==> config.mk <==
export PLATFORM = sky130hd
export DESIGN_NAME = sfr_rx_formatter
export DESIGN_NICKNAME = d
export VERILOG_FILES = /design/src/sfr_pkg.sv /design/src/sfr_rx_formatter.sv
export VERILOG_INCLUDE_DIRS = /design/src
export SDC_FILE = /design/constraint.sdc
export NUM_CORES = 1
export LEC_CHECK = 0
export BUFFER_PORTS_ARGS = -buffer_cell sky130_fd_sc_hd__buf_2
export CORE_AREA = 2 2 184 186
export DETAILED_ROUTE_END_ITERATION = 10
export DIE_AREA = 0 0 186 188
export GPL_TIMING_DRIVEN = 0
export PLACE_DENSITY = 0.61
export RECOVER_POWER = 100
export SYNTH_ARGS = -nofsm -noshare
export SYNTH_HDL_FRONTEND = slang
export SYNTH_SLANG_ARGS = --single-unit
==> constraint.sdc <==
create_clock -name core_clk -period 11.1 [get_ports core_clk]
set_clock_uncertainty 0.1 [all_clocks]
set_input_delay 1.665 -clock core_clk [delete_from_list [all_inputs] [get_ports core_clk]]
set_output_delay 1.665 -clock core_clk [all_outputs]
set_load 0.02 [all_outputs]
==> src/sfr_map.svh <==
`ifndef SFR_MAP_SVH
`define SFR_MAP_SVH
// ----------------------------------------------------------------
// register byte offsets
// ----------------------------------------------------------------
`define SFR_OFF_CTL1       8'h00
`define SFR_OFF_CTL2       8'h04
`define SFR_OFF_SCTL1      8'h08
`define SFR_OFF_DATA_LOW   8'h0c
`define SFR_OFF_DATA_HIGH  8'h10
// ----------------------------------------------------------------
// field positions
// ----------------------------------------------------------------
`define SFR_CNT_HI        14
`define SFR_CNT_LO        8
`define SFR_LEN_HI        7
`define SFR_LEN_LO        5
`define SFR_DUAL_BIT      15
`define SFR_OPT_HI        4
`define SFR_OPT_LO        3
`define SFR_IGN_BIT       2
`define SFR_DLY_HI        1
`define SFR_DLY_LO        0
`define SFR_EN_BIT        0
`define SFR_RDY_BIT       1
`define SFR_ERR_BIT       3
`define SFR_IRQM_HI       5
`define SFR_IRQM_LO       4
`define SFR_JUST_HI       14
`define SFR_JUST_LO       13
// ----------------------------------------------------------------
// word lengths per code, and reset values
// ----------------------------------------------------------------
`define SFR_WL_8          6'd8
`define SFR_WL_12         6'd12
`define SFR_WL_16         6'd16
`define SFR_WL_20         6'd20
`define SFR_WL_24         6'd24
`define SFR_WL_32         6'd32
`define SFR_CTL_RESET     16'h0000
`endif

==> src/sfr_pkg.sv <==
package sfr_pkg;
   // receiver sequencing states, one-hot
   typedef enum logic [2:0] {
      ST_IDLE  = 3'b001,
      ST_DELAY = 3'b010,
      ST_SHIFT = 3'b100
   } sfr_state_t;

   // the whole state of the formatter
   typedef struct packed {
      logic       clk_m, clk_s, clk_p;   // clock pin synchroniser and history
      logic       fs_m, fs_s, fs_last;   // sync pin synchroniser, last sampled sync
      logic       dat_m, dat_s;          // data pin synchroniser
      logic [15:0] ctl1, ctl2;           // receive control words
      logic       rx_en;                 // receiver enable
      logic [1:0] irq_mode, justify;     // interrupt mode, justification mode
      logic       err, rdy;              // sync error, data ready
      logic [15:0] data_low, data_high;  // data receive registers
      logic [31:0] rbr;                  // receive buffer
      logic [5:0] rbr_len;               // length of buffered word
      logic       rbr_full;              // buffer waiting for move
      logic [31:0] shift;                // shift register
      logic [5:0] bitcnt;                // bits taken in current word
      logic [8:0] widx;                  // word index in frame
      logic [1:0] dly;                   // remaining data delay
      sfr_state_t st;                    // sequencer state
      logic [31:0] prdata;               // bus read data
      logic       pready, pslverr;       // bus answer
      logic       irq;                   // interrupt pulse
   } sfr_state_s_t;
endpackage

==> src/sfr_rx_formatter.sv <==
`timescale 1ns/1ps
`include "sfr_map.svh"
// Overview of operation
// - phase one word length from code
// - phase two length used in dual phase
// - word count field is words minus one
// - frame words: phase one, or both sums
// - sync before frame end is unexpected
// - ignore bit set: keep receiving unaffected
// - ignore clear: abort word, flag, restart
// - new word starts after data delay
// - companding expands to left-justified 16 bits
// - justification ignored while expanding
// - expansion forces eight bit words
// - data option decodes four modes
// - option one reverses eight bit words
// - frame starts at first active sync
// - delay codes give 0,1,2,3 clocks
// - zero delay samples on sync edge
// - two delay skips the framing bit
// - phase select: 0 single, 1 dual
// - justify codes place data in registers
// - data sampled on falling receive clock
// - sync error raises irq in mode 11
module sfr_rx_formatter (
   input  wire logic        core_clk,
   input  wire logic        rst_b,
   input  wire logic        psel,
   input  wire logic        penable,
   input  wire logic        pwrite,
   input  wire logic [7:0]  paddr,
   input  wire logic [31:0] pwdata,
   output logic [31:0]      prdata,
   output logic             pready,
   output logic             pslverr,
   input  wire logic        rx_clock_pin,
   input  wire logic        rx_sync_pin,
   input  wire logic        rx_data_pin,
   output logic             rx_irq
);
   // ----------------------------------------------------------------
   // helper functions
   // ----------------------------------------------------------------
   // a reserved code still frames, so a bad setting cannot hang the receiver
   // word length code to bits
   function automatic logic [5:0] len_bits(input logic [2:0] c);
      case (c)
         3'h0:    len_bits = `SFR_WL_8;
         3'h1:    len_bits = `SFR_WL_12;
         3'h2:    len_bits = `SFR_WL_16;
         3'h3:    len_bits = `SFR_WL_20;
         3'h4:    len_bits = `SFR_WL_24;
         3'h5:    len_bits = `SFR_WL_32;
         default: len_bits = `SFR_WL_8;         // reserved codes act as 8 bits
      endcase
   endfunction

   // the bias is added before the segment shift and removed after it,
   // which gives the usual segment end points without a lookup table
   // mu-law code to 16-bit two's complement
   function automatic logic [15:0] mu_exp(input logic [7:0] c);
      logic [7:0]  u;
      logic [15:0] t;
      u = ~c;
      t = (16'({u[3:0], 3'h0}) + 16'h0084) << u[6:4];
      t = t - 16'h0084;
      mu_exp = u[7] ? 16'(~t + 16'h0001) : t;
   endfunction

   // alternate bits travel inverted on the line, hence the xor with 0x55;
   // segment zero has no implied leading one
   // a-law code to 16-bit two's complement
   function automatic logic [15:0] a_exp(input logic [7:0] c);
      logic [7:0]  a;
      logic [15:0] t;
      a = c ^ 8'h55;
      t = {8'h00, a[3:0], 4'h8};
      if (a[6:4] != 3'h0) begin
         t = (t + 16'h0100) << 3'(a[6:4] - 3'h1);
      end
      a_exp = a[7] ? t : 16'(~t + 16'h0001);
   endfunction

   // expansion always yields a left-justified 16-bit value and ignores the
   // justify field; lsb-first words are reversed before justification;
   // justify code 11 falls back to right-justified with zero fill
   // buffered word to {high, low} data register image
   function automatic logic [31:0] fmt(input logic [31:0] w, input logic [5:0] n,
                                       input logic [1:0] opt, input logic [1:0] j);
      logic [31:0] m;
      logic [31:0] v;
      logic [7:0]  r;
      m = (n == `SFR_WL_32) ? 32'hffffffff : ((32'h1 << n) - 32'h1);
      for (int i = 0; i < 8; i++) begin
         r[i] = w[7 - i];
      end
      v = w & m;
      fmt = v;
      case (opt)
         2'h2: fmt = {16'h0000, mu_exp(w[7:0])};
         2'h3: fmt = {16'h0000, a_exp(w[7:0])};
         default: begin
            if (opt == 2'h1) begin
               v = {24'h000000, r};
            end
            case (j)
               2'h1: fmt = |(v & (32'h1 << 6'(n - 6'd1))) ? (v | ~m) : v;
               2'h2: fmt = v << 6'(`SFR_WL_32 - n);
               default: fmt = v;
            endcase
         end
      endcase
   endfunction

   // ----------------------------------------------------------------
   // state and derived values
   // ----------------------------------------------------------------
   sfr_pkg::sfr_state_s_t q;       // registered state
   sfr_pkg::sfr_state_s_t d;       // next state

   // ----------------------------------------------------------------
   // next-state logic
   // ----------------------------------------------------------------
   // one pass computes everything from q; later sections override earlier
   // ones, which is how a hardware set beats a software clear on the
   // sync error and ready flags
   // bus slave, buffer move, receive sequencer in priority order
   always_comb begin
      logic        fall;
      logic        fs_start;
      logic        take;
      logic        restart;
      logic        dual;
      logic        ph2;
      logic [1:0]  opt;
      logic [5:0]  wl;
      logic [5:0]  bc;
      logic [8:0]  wi;
      logic [8:0]  total;
      logic [31:0] ns;
      logic [31:0] img;
      d        = q;
      fall     = 1'b0;
      fs_start = 1'b0;
      take     = 1'b0;
      restart  = 1'b0;
      dual     = q.ctl2[`SFR_DUAL_BIT];
      opt      = q.ctl2[`SFR_OPT_HI:`SFR_OPT_LO];
      ph2      = 1'b0;
      wl       = `SFR_WL_8;
      bc       = q.bitcnt;
      wi       = q.widx;
      total    = 9'd0;
      ns       = 32'h0;
      img      = 32'h0;
      d.irq     = 1'b0;
      d.pready  = 1'b0;
      d.pslverr = 1'b0;

      // clk_p is only edge history: data and sync have the same depth as
      // clk_s, so all three pins stay aligned at the detected fall
      // pin synchronisers, two flops each
      d.clk_m = rx_clock_pin;
      d.clk_s = q.clk_m;
      d.clk_p = q.clk_s;
      d.fs_m  = rx_sync_pin;
      d.fs_s  = q.fs_m;
      d.dat_m = rx_data_pin;
      d.dat_s = q.dat_m;

      // the answer is prepared one cycle early so that pready and prdata
      // come from flops and the access phase never waits
      // setup phase: decode and prepare answer for the access phase
      if (psel && !penable) begin
         d.pready = 1'b1;
         d.prdata = 32'h0;
         unique case (paddr)
            `SFR_OFF_CTL1:      d.prdata = {16'h0000, q.ctl1};
            `SFR_OFF_CTL2:      d.prdata = {16'h0000, q.ctl2};
            `SFR_OFF_SCTL1: begin
               d.prdata[`SFR_JUST_HI:`SFR_JUST_LO] = q.justify;
               d.prdata[`SFR_IRQM_HI:`SFR_IRQM_LO] = q.irq_mode;
               d.prdata[`SFR_ERR_BIT]              = q.err;
               d.prdata[`SFR_RDY_BIT]              = q.rdy;
               d.prdata[`SFR_EN_BIT]               = q.rx_en;
            end
            `SFR_OFF_DATA_LOW:  d.prdata = {16'h0000, q.data_low};
            `SFR_OFF_DATA_HIGH: d.prdata = {16'h0000, q.data_high};
            default:            d.pslverr = 1'b1;   // unmapped address
         endcase
      end

      // a refused access changes no register
      // access phase completes this edge: writes and read side effects
      if (psel && penable && q.pready && !q.pslverr) begin
         if (pwrite) begin
            unique case (paddr)
               `SFR_OFF_CTL1: d.ctl1 = {1'b0, pwdata[14:0]};
               `SFR_OFF_CTL2: d.ctl2 = pwdata[15:0];
               `SFR_OFF_SCTL1: begin
                  d.justify  = pwdata[`SFR_JUST_HI:`SFR_JUST_LO];
                  d.irq_mode = pwdata[`SFR_IRQM_HI:`SFR_IRQM_LO];
                  d.rx_en    = pwdata[`SFR_EN_BIT];
                  if (!pwdata[`SFR_ERR_BIT]) begin
                     d.err = 1'b0;              // writing zero clears the flag
                  end
               end
               default: ;                       // data registers are read only
            endcase
         end else if (paddr == `SFR_OFF_DATA_LOW) begin
            d.rdy = 1'b0;                       // reading low word consumes it
         end
      end

      // the buffer empties the cycle after it fills; a link bit lasts at
      // least eight core cycles, so the next word cannot overrun it
      // move buffered word into the data registers
      if (q.rbr_full) begin
         img         = fmt(q.rbr, q.rbr_len, opt, q.justify);
         d.data_low  = img[15:0];
         d.data_high = img[31:16];
         d.rbr_full  = 1'b0;
         d.rdy       = 1'b1;
         if (q.irq_mode == 2'h0 && !q.rdy) begin
            d.irq = 1'b1;                       // ready rising in mode 00
         end
      end

      // a sync that is still high from the last frame does not restart it
      // falling edge of receive clock, sync rising as sampled then
      fall     = q.clk_p && !q.clk_s;
      fs_start = fall && q.fs_s && !q.fs_last;

      // disabled: the sequencer parks in idle and the sync history freezes,
      // so the first frame after enable needs a fresh sync rise
      if (!q.rx_en) begin
         d.st = sfr_pkg::ST_IDLE;               // receiver held in reset
      end else if (fall) begin
         d.fs_last = q.fs_s;
         if (fs_start && (q.st == sfr_pkg::ST_IDLE ||
                          !q.ctl2[`SFR_IGN_BIT])) begin
            if (q.st != sfr_pkg::ST_IDLE) begin
               d.err = 1'b1;
            end
            restart = 1'b1;                     // interrupted word is dropped
            bc      = 6'd0;
            wi      = 9'd0;
            d.shift = 32'h0;
            d.bitcnt = 6'd0;                    // no stale count survives a delay
            d.widx   = 9'd0;
            // delay zero takes the sync slot itself as the first data bit
            unique case (q.ctl2[`SFR_DLY_HI:`SFR_DLY_LO])
               2'h0: begin
                  d.st = sfr_pkg::ST_SHIFT;
                  take = 1'b1;
               end
               default: begin
                  d.st  = sfr_pkg::ST_DELAY;
                  d.dly = q.ctl2[`SFR_DLY_HI:`SFR_DLY_LO];
               end
            endcase
         end else begin
            unique case (q.st)
               sfr_pkg::ST_IDLE: ;
               sfr_pkg::ST_DELAY: begin
                  d.dly = 2'(q.dly - 2'h1);
                  if (q.dly == 2'h1) begin
                     // the last delay edge already carries the first data bit
                     d.st = sfr_pkg::ST_SHIFT;
                     take = 1'b1;
                  end
               end
               sfr_pkg::ST_SHIFT: take = 1'b1;
               default: d.st = sfr_pkg::ST_IDLE;
            endcase
         end
      end

      // phase two starts once the word index passes the phase one count;
      // the frame ends when the index reaches the total
      // take one data bit into the shift register
      if (take) begin
         total = 9'({2'b00, q.ctl1[`SFR_CNT_HI:`SFR_CNT_LO]} + 9'd1);
         if (dual) begin
            total = 9'(total + {2'b00, q.ctl2[`SFR_CNT_HI:`SFR_CNT_LO]} + 9'd1);
         end
         ph2 = dual && (wi > {2'b00, q.ctl1[`SFR_CNT_HI:`SFR_CNT_LO]});
         if (opt != 2'h0) begin
            wl = `SFR_WL_8;
         end else if (ph2) begin
            wl = len_bits(q.ctl2[`SFR_LEN_HI:`SFR_LEN_LO]);
         end else begin
            wl = len_bits(q.ctl1[`SFR_LEN_HI:`SFR_LEN_LO]);
         end
         // a restart on this edge starts from an empty shift register
         ns      = {(restart ? 31'h0 : q.shift[30:0]), q.dat_s};
         d.shift = ns;
         if (6'(bc + 6'd1) == wl) begin
            d.rbr      = ns;
            d.rbr_len  = wl;
            d.rbr_full = 1'b1;
            d.bitcnt   = 6'd0;
            d.widx     = 9'(wi + 9'd1);
            if (9'(wi + 9'd1) == total) begin
               d.st = sfr_pkg::ST_IDLE;
            end
         end else begin
            d.bitcnt = 6'(bc + 6'd1);
            d.widx   = wi;
         end
      end

      // pulse only when the flag goes from clear to set
      // sync error interrupt in mode 11
      if (q.irq_mode == 2'h3 && d.err && !q.err) begin
         d.irq = 1'b1;
      end
   end

   // ----------------------------------------------------------------
   // state register
   // ----------------------------------------------------------------
   // the whole state is one struct, so no field can be missed here
   // asynchronous reset to constants only
   always_ff @(posedge core_clk or negedge rst_b) begin
      if (!rst_b) begin
         q      <= '0;
         q.st   <= sfr_pkg::ST_IDLE;
         q.ctl1 <= `SFR_CTL_RESET;
         q.ctl2 <= `SFR_CTL_RESET;
      end else begin
         q <= d;
      end
   end

   // ----------------------------------------------------------------
   // outputs, all from flops
   // ----------------------------------------------------------------
   assign prdata  = q.prdata;
   assign pready  = q.pready;
   assign pslverr = q.pslverr;
   assign rx_irq  = q.irq;
endmodule // sfr_rx_formatter

==> results.toml <==
[run_status]
failed_checks = "capacitance limit, slew limit"
status = "finished, violations left"

[clocking]
clock_sinks = 185
cts_resized = 0
ctsHoldBuffers = 0
clockBufferDepth = 2
numCtsBuffers = 17
cts_setup_buffers = 0
clkSlewWorstSetupHoldPaths_ns = 0.08
htree_levels = 4
root_buffer = "clkbuf_16"
cts_tree = "yes"
clock_latency_ns = 0.47

[die]
dieArea_um2 = 35000
row_count = 67
die_height_um = 188
start_util_pct = 39.4
core_area_um2 = 33100
io_pins = 83
die-width_um = 186

[worst_setup_path]
cp-end-kind = "flop"
critical_path_class = "reg2reg"
critPathMaxFanout = 12
cp.arrival_ns = 7.17
startpoint_type = "flop"
critPathRequiredTime_ns = 11.40

[logic_synthesis]
seq_area_frac_synth_pct = 35.5
synth-main-ff-cell = "dfrtp_1"
synth_compound_area_share_pct = 24.7
synth_cells = 1533
synth_top_family_by_area = "compound AO/OA/AOI/OAI gates"
synth_mux_area_share_pct = 6.57
synth_edf_count = 0
ys_types = 87
yosys_warnings = 0
synth-seq-cells = 185
synthesis.area_um2 = 13000
synth_xor_area_share_pct = 3.43
synth-simple-area-share_pct = 19.0
synth-async-reset-ratio_pct = 100
synth-adder-area-share_pct = 3.71
postSynthAreaPerCell_um2 = 8.50

[cells_and_area]
antenna-diode-count = 0
areaGrowthSynthToFinish_pct = 10.8
fill_cells = 3421
final_layout_size_suffix_gt1_share_pct = 9.87
final_cell_mix = "dfrtp_1, nand2_1, o21ai_0"
design_area_um2 = 14400
nNetsFinal = 1705
final_common_cell = "dfrtp_1"

[sta]
finalCritPeriodShare_pct = 61.9
rsz0062_at_grt = "false"
tightest_slew_ns = 4.84
setup_viol = 0
fin_crit_ns = 6.87
hold_viol = 0
slew_headroom_pct = -223
tns_ns = 0
finalMaxSlewViolations = 91
max_freq_mhz = 146

[drt]
met2WireLength_um = 20200
vias = 12600
wl_per_cell_um = 22.5
ant_nets = 0
finalWirelength_um = 46800
drtIter0Drc = 1304
wl_met3_um = 3290
dr.pass1.iters = 8
dr.max_layer_used = "met4"
viasPerCell = 6.03
met1_length_um = 21600
drc = 0

[power]
powerDensity_nw_per_um2 = 93.8
vdd_drop_max_v = 0.000103
leakagePower_uw = 0.00613

[global_route]
grt_pass1_wl_um = 72300
grt_overflow = 0
grt_usage_pct = 27.3
grt_pass1_vias = 11900
grt_max_degree = 102
antenna_found_initial = 0

[placed_design]
dp_hpwl_um = 36200
globalplace.congestion = 0.991
place_area_um2 = 13900
port-buffer-count = 49

[run]
drv_cap = 2

[hold_path]
hp-class = "reg2reg"
-- worst max-delay path: stages (launching register included) --
cell and delay (ns):
dfrtp_1 0.46, clkbuf_1 0.45, clkinv_1 0.37, clkbuf_1 0.38
ha_1 0.39, ha_1 0.31, nand2b_1 0.10, clkbuf_1 0.42
ha_1 0.32, clkbuf_1 0.34, o21ai_0 0.21, a211oi_1 0.80
a21oi_1 0.20, a221oi_1 0.66, nand2_1 0.21, clkbuf_1 0.35
o21ai_0 0.46, nand2_1 0.11, a21oi_1 0.16
-- metrics by stage --
step	total power, µW	setup slack, ns	util [%]	cells	hold WS (ns)
finish	1350	4.23	43.6	2080	0.251
global route	1400	3.82	43.6	2080	0.267
CTS	1360	4.45	43.9	2079	0.254
detailed placement	749	4.51	42.1	2047	0.238
global placement	746	4.42	42.0	2045	0.234
floorplan	719	6.45	-	1548	0.231
-- final timing paths --
check                      startpoint        end  slack [ns]  cells after the start
max                             q[90]     q[130]        4.23                     18
max reg2reg                     q[90]     q[130]        4.23                     18
min                            d[197]     q[197]        0.25                      0
max in group asynchronous       rst_b      q[74]        5.36                      1
min in group asynchronous       rst_b  prdata[5]        2.85                      1
min reg2reg                    d[197]     q[197]        0.25                      0
-- routing by layer --
metal | global-route usage, % | vias to the layer above
li1 | - | 5743
met1 | 39.9 | 6183
met2 | 39.9 | 545
met3 | 4.70 | 79
met4 | 10.4 | 0
met5 | 0 | -
-- state kept, by name, summed over array words and instances, names as in the netlist --
name / count
rx_irq: 1
pready: 1
q: 162
prdata: 16
d: 4
pslverr: 1
-- area by class of cell --
cell class              instances  area (µm²)  area share, %
clock buffers                  19         453           3.14
flip-flops and latches        185        4630           32.1
well taps                     448         561           3.88
clock inverters                13         128          0.884
repair buffers                 52         255           1.77
multi-input cells            1155        7510           52.0
plain buffers                 134         626           4.33
inverters                      74         278           1.92
-- synthesized netlist by cell type, types with 10 or more instances --
master	number	area share [%]
a21o_1	10	0.58
a22o_1	52	3.5
xor2_1	18	1.2
nor2_1	114	3.3
xnor2_1	33	2.2
inv_1	69	2.0
o22ai_1	11	0.53
clkbuf_1	92	2.6
nor3_1	24	0.92
and2_1	19	0.91
a21oi_1	82	3.1
a31oi_1	25	1.2
buf_4	33	1.9
nand2b_1	20	0.96
o221ai_1	13	0.87
mux2_2	40	3.5
nand3_1	74	2.8
nor2b_1	21	1.0
dfrtp_1	184	35
nand2_1	146	4.2
mux2i_1	27	2.1
o211ai_1	10	0.58
a222oi_1	15	1.2
ha_1	37	3.6
a211oi_1	21	1.2
and3_1	17	0.82
o21ai_0	133	5.1
nor4_1	12	0.58
-- report_power, final --
group	total [µW]	switching, µW	internal (µW)
logic	55.6	37.5	18.1
registers	678	2.08	676
clock network	620	310	310
total	1350	350	1000
-- cell families after synthesis --
group | count (synthesis)
AOI/OAI and AO/OA | 472
xor gates and xnor gates | 51
adders and majority gates | 38
buffers and inverters | 208
DFF | 185
muxes | 73
other | 1
and+or+nand+nor | 505
Power figures use the tool's default switching activity.
